--- src/core/usart_tx_pkg.sv ---
/*
  Constants, field layouts and types of the serial transmitter block.
  Assumes an APB slave with 32-bit data and 8-bit byte addresses.
*/
package usart_tx_pkg;
  localparam int ADDR_W = 8;
  localparam int BAUD_W = 12;
  localparam int IRQ_W = 2;

  // Register byte offsets
  localparam logic [ADDR_W-1:0] OFF_DATA = 8'h00;
  localparam logic [ADDR_W-1:0] OFF_CSA = 8'h04;
  localparam logic [ADDR_W-1:0] OFF_CSB = 8'h08;
  localparam logic [ADDR_W-1:0] OFF_FFC = 8'h0C;
  localparam logic [ADDR_W-1:0] OFF_BAUD = 8'h10;
  localparam logic [ADDR_W-1:0] OFF_IRQ_STAT = 8'h14;
  localparam logic [ADDR_W-1:0] OFF_IRQ_MASK = 8'h18;

  // ctrl_status_a bit positions
  localparam int CSA_DONE = 6;
  localparam int CSA_EMPTY = 5;

  // ctrl_status_b bit positions
  localparam int CSB_DONE_IE = 6;
  localparam int CSB_EMPTY_IE = 5;
  localparam int CSB_RX_ENABLE = 4;
  localparam int CSB_TX_ENABLE = 3;
  localparam int CSB_SIZE2 = 2;
  localparam int CSB_NINTH = 0;

  // Interrupt status bit positions
  localparam int IRQ_EMPTY = 0;
  localparam int IRQ_DONE = 1;

  // Reset values
  localparam logic [7:0] CSB_RESET = 8'h00;
  localparam logic [7:0] FFC_RESET = 8'h06;
  localparam logic [BAUD_W-1:0] BAUD_RESET = 12'h000;
  localparam logic [IRQ_W-1:0] IRQ_MASK_RESET = 2'h0;

  // Field encodings
  localparam logic [1:0] PAR_OFF = 2'b00;
  localparam logic [1:0] PAR_ODD = 2'b11;
  localparam logic [1:0] MODE_MASTER_SPI = 2'b11;
  localparam logic [2:0] SIZE_NINE = 3'b111;
  localparam logic [3:0] BITS_NINE = 4'h9;
  localparam logic [3:0] BITS_BASE = 4'h5;
  localparam logic [3:0] BITS_SPI = 4'h8;

  // frame_format_control layout, bit 7 down to bit 0
  typedef struct packed {
    logic [1:0] mode;
    logic [1:0] parity;
    logic stop2;
    logic [1:0] size;
    logic pol;
  } frame_fmt_t;

  typedef struct packed {
    logic txd;
    logic xck_o;
    logic xck_oe;
  } serial_out_t;

  typedef enum {ST_IDLE, ST_START, ST_DATA, ST_PARITY, ST_STOP} tx_state_t;
endpackage

--- src/core/usart_tx.sv ---
/*
  Serial transmitter with buffer-empty and transmit-complete flags,
  frame format control and master SPI transfer clock output, on APB.
  Assumes synchronous inputs on pclk and a zero-wait APB master.
*/
`timescale 1ns/1ps
module usart_tx
  import usart_tx_pkg::*;
(
  input wire logic pclk,
  input wire logic presetn,
  input wire logic psel,
  input wire logic penable,
  input wire logic pwrite,
  input wire logic [ADDR_W-1:0] paddr,
  input wire logic [31:0] pwdata,
  output logic [31:0] prdata,
  output logic pready,
  output logic pslverr,
  input wire logic global_irq_enable,
  input wire logic done_irq_ack,
  input wire logic xck_dir_out,
  output serial_out_t ser_out,
  output logic empty_irq_req,
  output logic done_irq_req,
  output logic irq
);
  logic [8:0] buf_reg;
  logic buf_full_reg;
  logic done_reg;
  logic [7:0] csb_reg;
  frame_fmt_t ffc_reg;
  logic [BAUD_W-1:0] baud_reg;
  logic [IRQ_W-1:0] irq_stat_reg;
  logic [IRQ_W-1:0] irq_mask_reg;
  logic [31:0] prdata_reg;
  logic pslverr_reg;
  logic [IRQ_W-1:0] stat_read_reg;
  tx_state_t state_reg;
  logic [8:0] shift_reg;
  logic [3:0] bit_cnt_reg;
  logic half_reg;
  logic par_reg;
  logic [BAUD_W-1:0] baud_cnt_reg;
  logic txd_reg;
  logic xck_reg;

  logic setup_ph;
  logic wr_acc;
  logic rd_acc;
  logic data_wr;
  logic spi_mode;
  logic tick;
  logic load;
  logic frame_end;
  logic [2:0] size_sel;
  logic [3:0] nbits;
  logic [1:0] parity_sel;
  logic [31:0] rd_mux;
  logic rd_hit;

  assign setup_ph = psel && !penable;
  assign wr_acc = psel && penable && pwrite;
  assign rd_acc = psel && penable && !pwrite;
  assign data_wr = wr_acc && (paddr == OFF_DATA);
  assign pready = penable;
  assign prdata = prdata_reg;
  assign pslverr = pslverr_reg && psel && penable;

  assign spi_mode = (ffc_reg.mode == MODE_MASTER_SPI) && xck_dir_out;
  assign size_sel = {csb_reg[CSB_SIZE2], ffc_reg.size};
  always_comb
  begin
    if (spi_mode)
      nbits = BITS_SPI;
    else if (size_sel == SIZE_NINE)
      nbits = BITS_NINE;
    else
      nbits = BITS_BASE + {2'b00, ffc_reg.size};
  end
  // Reserved code 01 is treated as no parity
  assign parity_sel = (ffc_reg.parity[1] && !spi_mode) ? ffc_reg.parity : PAR_OFF;

  assign tick = (baud_cnt_reg == '0);
  assign load = (state_reg == ST_IDLE) && buf_full_reg && csb_reg[CSB_TX_ENABLE];

  // Read mux, captured in setup so prdata comes from a flop
  always_comb
  begin
    rd_mux = '0;
    rd_hit = 1'b1;
    if (paddr == OFF_DATA)
      rd_mux = '0;
    else if (paddr == OFF_CSA)
    begin
      rd_mux[CSA_DONE] = done_reg;
      rd_mux[CSA_EMPTY] = !buf_full_reg;
    end
    else if (paddr == OFF_CSB)
      rd_mux[7:0] = csb_reg;
    else if (paddr == OFF_FFC)
      rd_mux[7:0] = ffc_reg;
    else if (paddr == OFF_BAUD)
      rd_mux[BAUD_W-1:0] = baud_reg;
    else if (paddr == OFF_IRQ_STAT)
      rd_mux[IRQ_W-1:0] = irq_stat_reg;
    else if (paddr == OFF_IRQ_MASK)
      rd_mux[IRQ_W-1:0] = irq_mask_reg;
    else
      rd_hit = 1'b0;
  end

  always_ff @(posedge pclk or negedge presetn)
  begin
    if (!presetn)
    begin
      prdata_reg <= '0;
      pslverr_reg <= 1'b0;
      stat_read_reg <= '0;
    end
    else if (setup_ph)
    begin
      prdata_reg <= rd_mux;
      pslverr_reg <= !rd_hit;
      stat_read_reg <= (paddr == OFF_IRQ_STAT && !pwrite) ? irq_stat_reg : '0;
    end
  end

  // Control registers; bit 5 of register A is never stored
  always_ff @(posedge pclk or negedge presetn)
  begin
    if (!presetn)
    begin
      csb_reg <= CSB_RESET;
      ffc_reg <= FFC_RESET;
      baud_reg <= BAUD_RESET;
      irq_mask_reg <= IRQ_MASK_RESET;
    end
    else if (wr_acc)
    begin
      if (paddr == OFF_CSB)
        csb_reg <= pwdata[7:0];
      else if (paddr == OFF_FFC)
        ffc_reg <= pwdata[7:0];
      else if (paddr == OFF_BAUD)
        baud_reg <= pwdata[BAUD_W-1:0];
      else if (paddr == OFF_IRQ_MASK)
        irq_mask_reg <= pwdata[IRQ_W-1:0];
    end
  end

  // Transmit buffer; a write while full overwrites the waiting data
  always_ff @(posedge pclk or negedge presetn)
  begin
    if (!presetn)
    begin
      buf_reg <= '0;
      buf_full_reg <= 1'b0;
    end
    else if (data_wr)
    begin
      buf_reg <= {csb_reg[CSB_NINTH], pwdata[7:0]};
      buf_full_reg <= 1'b1;
    end
    else if (load)
      buf_full_reg <= 1'b0;
  end

  // Complete flag: a set in the clearing cycle wins
  always_ff @(posedge pclk or negedge presetn)
  begin
    if (!presetn)
      done_reg <= 1'b0;
    else if (frame_end && !buf_full_reg && !data_wr)
      done_reg <= 1'b1;
    else if (done_irq_ack && done_irq_req)
      done_reg <= 1'b0;
    else if (wr_acc && paddr == OFF_CSA && pwdata[CSA_DONE])
      done_reg <= 1'b0;
  end

  // Sticky status; only bits seen by the read are cleared
  always_ff @(posedge pclk or negedge presetn)
  begin
    if (!presetn)
      irq_stat_reg <= '0;
    else
    begin
      irq_stat_reg <= (irq_stat_reg & ~(rd_acc ? stat_read_reg : '0))
                      | {frame_end && !buf_full_reg && !data_wr, load};
    end
  end

  assign empty_irq_req = !buf_full_reg && csb_reg[CSB_EMPTY_IE] && global_irq_enable;
  assign done_irq_req = done_reg && csb_reg[CSB_DONE_IE] && global_irq_enable;
  assign irq = |(irq_stat_reg & irq_mask_reg);

  // Bit timer: one tick per async bit or per SPI half bit
  always_ff @(posedge pclk or negedge presetn)
  begin
    if (!presetn)
      baud_cnt_reg <= '0;
    else if (load || tick)
      baud_cnt_reg <= baud_reg;
    else
      baud_cnt_reg <= baud_cnt_reg - 1'b1;
  end

  assign frame_end = tick && (((state_reg == ST_STOP) && (bit_cnt_reg[0] == ffc_reg.stop2))
                   || ((state_reg == ST_DATA) && spi_mode && half_reg
                   && (bit_cnt_reg == nbits - 4'h1)));

  // Shifter
  always_ff @(posedge pclk or negedge presetn)
  begin
    if (!presetn)
    begin
      state_reg <= ST_IDLE;
      shift_reg <= '0;
      bit_cnt_reg <= '0;
      half_reg <= 1'b0;
      par_reg <= 1'b0;
      txd_reg <= 1'b1;
      xck_reg <= 1'b0;
    end
    else
    begin
      case (state_reg)
        ST_IDLE:
        begin
          xck_reg <= ffc_reg.pol;
          if (load)
          begin
            shift_reg <= buf_reg;
            bit_cnt_reg <= '0;
            half_reg <= 1'b0;
            par_reg <= 1'b0;
            if (spi_mode)
            begin
              state_reg <= ST_DATA;
              if (!ffc_reg.size[0])
                txd_reg <= buf_reg[0];
            end
            else
            begin
              state_reg <= ST_START;
              txd_reg <= 1'b0;
            end
          end
          else if (!spi_mode)
            txd_reg <= 1'b1;
        end
        ST_START:
          if (tick)
          begin
            state_reg <= ST_DATA;
            txd_reg <= shift_reg[0];
          end
        ST_DATA:
          if (tick && spi_mode)
          begin
            // Clock phase reuses the low size bit in master SPI
            half_reg <= !half_reg;
            if (!half_reg)
            begin
              xck_reg <= !ffc_reg.pol;
              if (ffc_reg.size[0])
                txd_reg <= shift_reg[0];
            end
            else
            begin
              xck_reg <= ffc_reg.pol;
              shift_reg <= shift_reg >> 1;
              bit_cnt_reg <= bit_cnt_reg + 4'h1;
              if (!ffc_reg.size[0])
                txd_reg <= shift_reg[1];
              if (bit_cnt_reg == nbits - 4'h1)
                state_reg <= ST_IDLE;
            end
          end
          else if (tick)
          begin
            par_reg <= par_reg ^ shift_reg[0];
            shift_reg <= shift_reg >> 1;
            bit_cnt_reg <= bit_cnt_reg + 4'h1;
            if (bit_cnt_reg == nbits - 4'h1)
            begin
              bit_cnt_reg <= '0;
              if (parity_sel != PAR_OFF)
              begin
                state_reg <= ST_PARITY;
                txd_reg <= par_reg ^ shift_reg[0] ^ (parity_sel == PAR_ODD);
              end
              else
              begin
                state_reg <= ST_STOP;
                txd_reg <= 1'b1;
              end
            end
            else
              txd_reg <= shift_reg[1];
          end
        ST_PARITY:
          if (tick)
          begin
            state_reg <= ST_STOP;
            txd_reg <= 1'b1;
          end
        ST_STOP:
          if (tick)
          begin
            bit_cnt_reg <= bit_cnt_reg + 4'h1;
            if (bit_cnt_reg[0] == ffc_reg.stop2)
              state_reg <= ST_IDLE;
          end
        default:
          state_reg <= ST_IDLE;
      endcase
    end
  end

  assign ser_out.txd = txd_reg;
  assign ser_out.xck_o = xck_reg;
  assign ser_out.xck_oe = spi_mode;
endmodule

--- config.mk ---
export PLATFORM = sky130hd
export DESIGN_NAME = usart_tx
export DESIGN_NICKNAME = d
export VERILOG_FILES = /design/src/core/usart_tx_pkg.sv /design/src/core/usart_tx.sv
export SDC_FILE = /design/constraint.sdc
export NUM_CORES = 1
export LEC_CHECK = 0
export BUFFER_PORTS_ARGS = -buffer_cell sky130_fd_sc_hd__buf_2
export CORE_MARGIN = 2
export CORE_UTILIZATION = 52
export CTS_BUF_LIST = sky130_fd_sc_hd__clkbuf_8
export DETAILED_ROUTE_END_ITERATION = 16
export PLACE_DENSITY = 0.87
export SYNTH_ARGS = -nofsm -noshare
export SYNTH_HDL_FRONTEND = slang
export SYNTH_SLANG_ARGS = --single-unit
--- constraint.sdc ---
create_clock -name pclk -period 6.95 [get_ports pclk]
set_clock_uncertainty 0.1 [all_clocks]
set_input_delay 0 -clock pclk [delete_from_list [all_inputs] [get_ports pclk]]
set_output_delay 0 -clock pclk [all_outputs]
set_load 0.02 [all_outputs]
==> flow_metrics.env, run 1 <==
export IMPL_r2r_end="state_reg[1]"
export IMPL_rr_worst_depth=8
export IMPL_worst_ep_arrival_time_ps=3710
export IMPL_cts_hold_buf=22
export IMPL_setup_viol=0
export IMPL_synth_compound_area_share=0.130
export IMPL_rsz0062_at_grt="no"
export IMPL_period_needed_ps=3560
export IMPL_layout_drive_gt1_share=0.222
export IMPL_initial_core_util=0.539
export IMPL_reg2reg_slack_ps=3390
export IMPL_crit_path_end_kind="flop"
export IMPL_crit_chain="inv_1 -> ha_1 -> or4b_4 -> nor3_1 -> a21oi_1 -> nor3_2 -> a21bo_2 -> a221o_1"
export IMPL_synth_edf_count=0
export IMPL_dpl_hpwl_um=7590
export IMPL_yosys_area_share_simple=0.166
export IMPL_cts_buffers=9
export IMPL_critPathSlowestCell="nor3_1"
export IMPL_syn_cell_area_um2=4730
export IMPL_nNetsFinal=582
export IMPL_p_int_mw=0.861
export IMPL_clk_latency_ps=370
export IMPL_finalWeightedCongestion=0.902
export IMPL_port_buffers=47
export IMPL_placed_cell_area_um2=4920
export IMPL_rows=34
export IMPL_postSynthAreaPerCell_um2=9.97
export IMPL_tritoncts="done"
export IMPL_io_pins=88
export IMPL_violations="hold timing"
export IMPL_stdcell_area_um2=5330
export IMPL_slew_headroom=0.172
export IMPL_synth_top_family_by_area="simple AND/OR/NAND/NOR gates"
export IMPL_antenna_cells=0
export IMPL_grt_use_total=0.238
export IMPL_postRouteAntennaNets=0
export IMPL_antenna_found_initial=0
export IMPL_dr_pass1_iters=7
export IMPL_worst_hold_slack_ps=-2.90
export IMPL_hp_class="primary input to async pin"
export IMPL_synth_cell_types=63
export IMPL_grt_start_max_net_pins=62
export IMPL_slowest_delay_ps=1010
export IMPL_path_class="flop to flop"
export IMPL_cts_setup_buffers=0
export IMPL_yosys_warnings=0
export IMPL_drv_slew=0
export IMPL_grt_pass1_wl_um=18600
export IMPL_via_per_inst=6.01
export IMPL_grt_pass1_vias=3816
export IMPL_r2r_start="baud_cnt_reg[0]"
export IMPL_ctsResizeCount=0
export IMPL_drv_cap=0
export IMPL_pwr_share_clk=0.291
export IMPL_wl_per_cell_um=17.2
export IMPL_period_share=0.512
export IMPL_p_leak_nw=2.56
export IMPL_route_detailed_drc=0
export IMPL_final_util=0.608
export IMPL_synth_cells=474
export IMPL_pwr_share_comb=0.183
export IMPL_ys_seq_area_frac=0.477
export IMPL_ctsHtreeMaxLevel=3
export IMPL_clockBufferDepth=2
export IMPL_yosys_area_share_xor_xnor=0.0296
export IMPL_ys_ff_latch=90
export IMPL_synth_mux_area_frac=0.117
export IMPL_swShare=0.299
export IMPL_cp_max_fo=11
export IMPL_yosysTopAreaCellShare=0.461
export IMPL_drtIter0Drc=288
export IMPL_setup_tns_ps=0
export IMPL_die_h_um=99.3
export IMPL_syn2layout_area_growth_pct=12.8
export IMPL_tightestPinTransition_ps=1230
export IMPL_ys_flop_type="dfrtp_1"
export IMPL_max_freq_mhz=281
export IMPL_fp_dieW_um=99.3
export IMPL_cts_sinks=90
export IMPL_hold_viol=9
export IMPL_path_clk_slew_ps=90
export IMPL_power_switching_mw=0.367
export IMPL_num_vias=3865
export IMPL_overflow=0
export IMPL_status="finished with violations"
export IMPL_yosysTopAreaCell="dfrtp_1"
export IMPL_vdd_drop_max_mv=0.162
export IMPL_cp_start_kind="flop"
export IMPL_power_density_nw_per_um2=230
export IMPL_crit_required_ps=7100
export IMPL_synthTopCellsByArea="dfrtp_1, mux2_2, nand2_1"
export IMPL_synthAdderAreaFrac=0.0106
export IMPL_seqPwrFrac=0.526
export IMPL_root_buffer="clkbuf_8"
export IMPL_core_area_um2=8760
export IMPL_dieArea_um2=9870
export IMPL_routed_wirelength_um=11100
export IMPL_async_reset_ff_frac=1.00
[cell families after synthesis]
logic type,Yosys count
simple gates,165
flops,90
fa+ha+maj,4
xor+xnor,16
compound gates,89
buf+inv,59
other cells,1
mux,50
[stage by stage]
stage	setup WS, ps	hold slack, ps	cells	power, mW
detailed placement	3510	-147	605	0.870
floorplan	4190	-396	493	0.812
CTS	3450	3.67	643	1.23
global route	3150	22.8	643	1.29
global placement	3570	-155	605	0.848
finish	3390	-2.90	643	1.23
[placed cells by master (no fill, tap or decap), types with 4 or more instances in the layout]
cell / netlist / layout
nand3_1: 17 / 17
mux2_2: 41 / 41
dlygate4sd3_1: 0 / 22
mux2i_1: 9 / 9
nor3_1: 11 / 11
buf_2: 2 / 46
nor2b_1: 6 / 6
conb_1: 1 / 20
buf_4: 25 / 4
clkbuf_8: 0 / 10
a31oi_1: 14 / 14
nand4_1: 4 / 4
inv_1: 12 / 14
a21oi_1: 20 / 20
and3_1: 7 / 7
nand2_1: 64 / 64
dfrtp_1: 87 / 87
xnor2_1: 13 / 13
nor2_1: 37 / 37
ha_1: 4 / 4
o21ai_0: 14 / 14
[cell type report]
type / count / area (um^2)
sequential: 90 / 2260
inverter: 13 / 48.8
timing repair buffer: 72 / 480
fill: 692 / 3430
clock buffer: 10 / 138
tap: 108 / 135
multi-input combinational: 344 / 2220
clock inverter: 6 / 56.3
[worst max-delay path by stage]
stage / cells past startpoint / endpoint / slack, ps / start
floorplan: 10 / state_reg[1] / 4190 / ffc_reg[1]
global placement: 8 / state_reg[1] / 3570 / baud_cnt_reg[0]
detailed placement: 8 / state_reg[1] / 3510 / baud_cnt_reg[0]
CTS: 8 / state_reg[1] / 3450 / baud_cnt_reg[0]
global route: 7 / baud_cnt_reg[3] / 3150 / baud_cnt_reg[0]
finish: 8 / state_reg[1] / 3390 / baud_cnt_reg[0]
[routing by layer]
metal / GRT usage / wire [um] / up-vias / share of wire
li1: - / - / 1760 / -
met1: 0.314 / 4600 / 1902 / 0.42
met2: 0.393 / 5510 / 175 / 0.50
met3: 0.0541 / 686 / 28 / 0.062
met4: 0.0780 / 257 / 0 / 0.023
met5: 0 / 0 / - / 0
[power groups by stage]
stage / logic [mW] / registers, mW / clock network (mW)
2_1_floorplan: 0.173 / 0.639 / 0
3_3_place_gp: 0.201 / 0.647 / 0
3_5_place_dp: 0.215 / 0.655 / 0
4_1_cts: 0.226 / 0.645 / 0.362
5_1_grt: 0.253 / 0.655 / 0.385
6_report: 0.225 / 0.646 / 0.357
[cells in the mapped netlist, types with 3 or more instances]
| library cell | number |
|---|---|
| nor3_1 | 11 |
| o41ai_1 | 3 |
| nor2b_1 | 6 |
| a21oi_1 | 20 |
| a221oi_1 | 3 |
| o2111ai_1 | 3 |
| clkbuf_1 | 18 |
| mux2i_1 | 9 |
| o31ai_1 | 3 |
| or3_1 | 3 |
| nor2_1 | 37 |
| xnor2_1 | 13 |
| a21boi_0 | 3 |
| o21ai_0 | 14 |
| dfrtp_1 | 87 |
| xor2_1 | 3 |
| inv_1 | 12 |
| mux2_2 | 41 |
| nand3_1 | 17 |
| nand4_1 | 4 |
| nand2_1 | 64 |
| a211oi_1 | 3 |
| and3_1 | 7 |
| a31oi_1 | 14 |
| buf_4 | 25 |
| nor4_1 | 3 |
| dfstp_2 | 3 |
| ha_1 | 4 |
[critical path, delay by kind of cell (launching register included)]
| kind | cells | cell delay (ps) |
|---|---|---|
| AND/OR/NAND/NOR | 3 | 1810 |
| AO/OA/AOI/OAI | 3 | 800 |
| flip-flops | 1 | 400 |
| adder cells (fa/ha/maj) | 1 | 220 |
| buffers and inverters | 1 | 110 |
No activity file was read; power rests on OpenSTA's default activity.
==> run 2: changes to the inputs <==
Clock period 6.95 ns to 3.4 ns, I/O delays scaled along.
==> flow_metrics.env, run 2 (synthesis gave the netlist of run 1 again) <==
export IMPL_num_vias=3842
export IMPL_status="finished, final reports clean"
export IMPL_path_class="flop to flop"
export IMPL_setup_viol=0
export IMPL_critPathSlowestCell="dfrtp_1"
export IMPL_slew_headroom=0.193
export IMPL_final_util=0.612
export IMPL_overflow=0
export IMPL_crit_path_end_kind="flop"
export IMPL_routed_wirelength_um=11200
export IMPL_wl_per_cell_um=17.4
export IMPL_route_detailed_drc=0
export IMPL_grt_use_total=0.240
export IMPL_ctsHtreeMaxLevel=3
export IMPL_period_share=0.915
export IMPL_r2r_end="state_reg[0]"
export IMPL_cts_sinks=90
export IMPL_hold_path_depth=3
export IMPL_cpMostUsedCell="xnor2_1"
export IMPL_cts_buffers=9
export IMPL_setup_tns_ps=0
export IMPL_port_buffers=47
export IMPL_critPathBufInv=1
export IMPL_path_delay_family="compound AO/OA/AOI/OAI gates"
export IMPL_layout_common_cells="dfrtp_1, nand2_1, buf_2"
export IMPL_p_leak_nw=2.57
export IMPL_reg2reg_slack_ps=290
export IMPL_layout_setup_ws_ps=290
export IMPL_dieArea_um2=9870
export IMPL_via_per_inst=5.98
export IMPL_initial_core_util=0.539
export IMPL_layout_drive_gt1_share=0.222
export IMPL_min_from="paddr[3]"
export IMPL_syn2layout_area_growth_pct=13.4
export IMPL_tritoncts="done"
export IMPL_r2r_start="ffc_reg[6]"
export IMPL_die_h_um=99.3
export IMPL_cp_max_fo=9
export IMPL_vdd_drop_max_mv=0.283
export IMPL_ctsResizeCount=0
export IMPL_grt_pass1_wl_um=18700
export IMPL_root_buffer="clkbuf_8"
export IMPL_whs_endpoint="irq_mask_reg[1]"
export IMPL_tightestPinTransition_ps=1210
export IMPL_clockBufferDepth=2
export IMPL_antenna_found_initial=0
export IMPL_dr_pass1_iters=5
export IMPL_max_freq_mhz=322
export IMPL_rows=34
export IMPL_antenna_cells=0
export IMPL_path_clk_slew_ps=90
export IMPL_worst_ep_arrival_time_ps=3270
export IMPL_worst_hold_slack_ps=22.3
export IMPL_rsz0062_at_grt="no"
export IMPL_hold_viol=0
export IMPL_slowest_delay_ps=460
export IMPL_drv_cap=0
export IMPL_crit_required_ps=3560
export IMPL_core_area_um2=8760
export IMPL_drtIter0Drc=284
export IMPL_fp_dieW_um=99.3
export IMPL_nNetsFinal=582
export IMPL_cp_start_kind="flop"
export IMPL_grt_start_max_net_pins=91
export IMPL_mostFrequentLayoutCell="dfrtp_1"
export IMPL_hp_class="primary input to flop"
export IMPL_drv_slew=0
export IMPL_crit_chain="nand3_2 -> clkinv_1 -> or2_2 -> ha_1 -> xnor2_1 -> xnor2_1 -> a211oi_1 -> nand2_1 -> a21bo_2 -> o32ai_1"
export IMPL_io_pins=88
export IMPL_finalWeightedCongestion=0.906
export IMPL_dpl_hpwl_um=7530
export IMPL_postRouteAntennaNets=0
export IMPL_cts_setup_buffers=0
export IMPL_period_needed_ps=3110
export IMPL_pre_cts_ws_ps=372
export IMPL_grt_pass1_vias=3810
export IMPL_clk_latency_ps=360
export IMPL_power_density_nw_per_um2=481
export IMPL_rr_worst_depth=10
## run 2: worst reg2reg max path, delay by kind of cell (launching register included)
kind                       cells  cell delay (ps)
buffers and inverters          1              260
DFF                            1              460
adders and majority gates      1              210
AOI/OAI and AO/OA              3              920
xor gates and xnor gates       2              310
and+or+nand+nor                3              760
## run 2: routing by layer
metal,up-vias,global-route usage,share of wire
met1,1883,0.318,0.42
met4,0,0.0969,0.027
met3,29,0.0330,0.056
li1,1754,-,-
met5,-,0,0
met2,176,0.401,0.50
## run 2: what timing repair did
action / 4_1_cts / 5_1_grt
endpoints found under the setup margin: 0 / 0
endpoints found under the hold margin: 131 / 0
hold buffers: 22 / 0
## run 2: cell type report
type | instances | area [um^2]
Multi-Input combinational cell | 344 | 2220
Fill cell | 675 | 3400
Timing Repair Buffer | 72 | 480
Clock buffer | 10 | 138
Clock inverter | 6 | 83.8
Tap cell | 108 | 135
Sequential cell | 90 | 2260
Inverter | 13 | 48.8
## run 2: how the worst max path moves through the flow
| stage | cells past startpoint | slack [ps] | endpoint | start |
|---|---|---|---|---|
| global placement | 10 | 470 | state_reg[1] | ffc_reg[1] |
| global route | 10 | 150 | state_reg[0] | ffc_reg[6] |
| finish | 10 | 290 | state_reg[0] | ffc_reg[6] |
| floorplan | 10 | 640 | state_reg[1] | ffc_reg[1] |
| CTS | 10 | 340 | state_reg[1] | ffc_reg[6] |
| detailed placement | 10 | 370 | state_reg[1] | ffc_reg[6] |
## run 2: power breakdown
part	leakage, nW	switching [mW]	internal [mW]	total [mW]
combinational	1.31	0.248	0.209	0.457
sequential	1.14	0.125	1.19	1.32
clock	0.115	0.373	0.430	0.804
## run 2: per-stage QoR
step | total power [mW] | cells | instance area [um^2]
after CTS | 2.59 | 643 | 5360
after floorplan | 1.66 | 493 | 4800
final | 2.58 | 643 | 5360
after global placement | 1.73 | 605 | 4920
after global routing | 2.72 | 643 | 5360
after detailed placement | 1.77 | 605 | 4920
==> run 3: changes to the inputs <==
Settings changed: PLACE_DENSITY 0.87 to 0.9.
Clock period 3.4 ns to 2.6 ns, I/O delays scaled along.
==> flow_metrics.env, run 3 (synthesis gave the netlist of run 1 again) <==
export IMPL_status="finished with violations"
export IMPL_violations="setup timing"
export IMPL_clockBufferDepth=2
export IMPL_rows=34
export IMPL_hold_viol=0
export IMPL_antenna_found_initial=0
export IMPL_cts_buffers=9
export IMPL_overflow=0
export IMPL_core_area_um2=8760
export IMPL_route_detailed_drc=0
export IMPL_stdcell_area_um2=5730
export IMPL_finalNonFillerCells=669
export IMPL_routed_wirelength_um=12500
export IMPL_period_needed_ps=2710
export IMPL_dp_cells=629
export IMPL_clk_latency_ps=370
export IMPL_port_buffers=47
export IMPL_hp_class="primary input to flop"
export IMPL_r2r_start="baud_cnt_reg[1]"
export IMPL_root_buffer="clkbuf_8"
export IMPL_drtIter0Drc=322
export IMPL_num_vias=4047
export IMPL_worst_ep_arrival_time_ps=2920
export IMPL_dpl_hpwl_um=8280
export IMPL_dr_pass1_iters=5
export IMPL_met1_usage=0.325
export IMPL_p_leak_nw=2.74
export IMPL_tritoncts="done"
export IMPL_path_clk_slew_ps=90
export IMPL_pre_cts_ws_ps=-86.3
export IMPL_dieArea_um2=9870
export IMPL_grt_busiest_layer="met2"
export IMPL_crit_chain="inv_1 -> ha_2 -> or4b_4 -> o41ai_2 -> o2111ai_4 -> buf_4 -> nor4b_2 -> a21o_1"
export IMPL_power_density_nw_per_um2=612
export IMPL_initial_core_util=0.539
export IMPL_path_class="flop to flop"
export IMPL_final_util=0.653
export IMPL_met2_usage=0.419
export IMPL_ctsHtreeMaxLevel=3
export IMPL_crit_start="baud_cnt_reg[1]"
export IMPL_period_share=1.04
export IMPL_wl_per_cell_um=18.7
export IMPL_crit_path_end_kind="flop"
export IMPL_drv_cap=0
export IMPL_cp_start_kind="flop"
export IMPL_nNetsFinal=608
export IMPL_grt_pass1_vias=3831
export IMPL_placed_cell_area_um2=5160
export IMPL_setup_viol=2
export IMPL_drv_slew=0
export IMPL_vdd_drop_max_mv=0.397
export IMPL_finalWeightedCongestion=0.869
export IMPL_via_per_inst=6.05
export IMPL_io_pins=88
export IMPL_grt_use_met3=0.0499
export IMPL_grt_use_total=0.251
export IMPL_die_h_um=99.3
export IMPL_grt_start_max_net_pins=47
export IMPL_postRouteAntennaNets=0
export IMPL_crit_required_ps=2810
export IMPL_rsz0062_at_grt="yes"
export IMPL_slowest_delay_ps=510
export IMPL_power_mw=3.50
export IMPL_nFillCells=620
export IMPL_slew_headroom=0.517
export IMPL_max_freq_mhz=369
export IMPL_layout_drive_gt1_share=0.294
export IMPL_fp_dieW_um=99.3
export IMPL_tightestPinTransition_ps=714
export IMPL_critPathSlowestCell="or4b_4"
export IMPL_grt_pass1_wl_um=19300
export IMPL_mostFrequentLayoutCell="dfrtp_1"
export IMPL_min_from="paddr[3]"
export IMPL_layout_setup_ws_ps=-109
export IMPL_cp_max_fo=8
export IMPL_layout_common_cells="dfrtp_1, nand2_1, buf_2"
export IMPL_syn2layout_area_growth_pct=21.1
export IMPL_cts_sinks=90
export IMPL_antenna_cells=0
[run 3: power breakdown]
| group | switching, mW | leakage, nW | total, mW | internal (mW) |
|---|---|---|---|---|
| Combinational | 0.394 | 1.47 | 0.731 | 0.337 |
| Sequential | 0.157 | 1.14 | 1.72 | 1.56 |
| Clock | 0.490 | 0.119 | 1.05 | 0.563 |
[run 3: path summary, 6_finish.rpt]
| kind | end | slack, ps | cells after the start |
|---|---|---|---|
| setup / recovery | bit_cnt_reg[2] | -110 | 8 |
| hold / removal | irq_mask_reg[1] | 20 | 3 |
| setup reg to reg | bit_cnt_reg[2] | -110 | 8 |
| hold reg to reg | prdata[10] | 370 | 2 |
| max in group asynchronous | csb_reg[2] | 1680 | 3 |
| min in group asynchronous | xck_reg | 80 | 2 |
[run 3: worst max-delay path: cells and delay by family, from the launching register on]
kind	cells	cell delay [ps]
DFF	1	390
buffers and inverters	2	320
and+or+nand+nor	2	740
adders and majority gates	1	190
AOI/OAI and AO/OA	3	910
[run 3: cell type report]
type                    instances  area (um^2)  area share
inverters                      13         48.8     0.00852
multi-input cells             344         2360       0.412
well taps                     108          135      0.0236
clock buffers                  10          138      0.0240
clock inverters                 6         81.3      0.0142
flip-flops and latches         90         2260       0.394
repair buffers                 98          708       0.124
[run 3: metal layers]
layer / wire length [um] / vias to the layer above / share of wire
met3: 870 / 34 / 0.070
met4: 347 / 0 / 0.028
li1: - / 1811 / -
met1: 5020 / 1994 / 0.40
met5: 0 / - / 0
met2: 6260 / 208 / 0.50
[run 3: repair_timing]
| item | in CTS | in global routing |
|---|---|---|
| pin swaps | 3 | 4 |
| gates resized for setup | 5 | 14 |
| hold buffers | 20 | 0 |
| hold endpoints to repair | 127 | 0 |
| setup buffers | 0 | 4 |
| setup endpoints to repair | 7 | 23 |
| cloned | 0 | 0 |
[run 3: metrics by stage]
step,TNS [ps],hold slack (ps)
global route,-427,45.9
detailed placement,-288,-62.0
CTS,-12.1,14.8
global placement,0,-68.0
finish,-126,21.8
floorplan,-17.4,-396
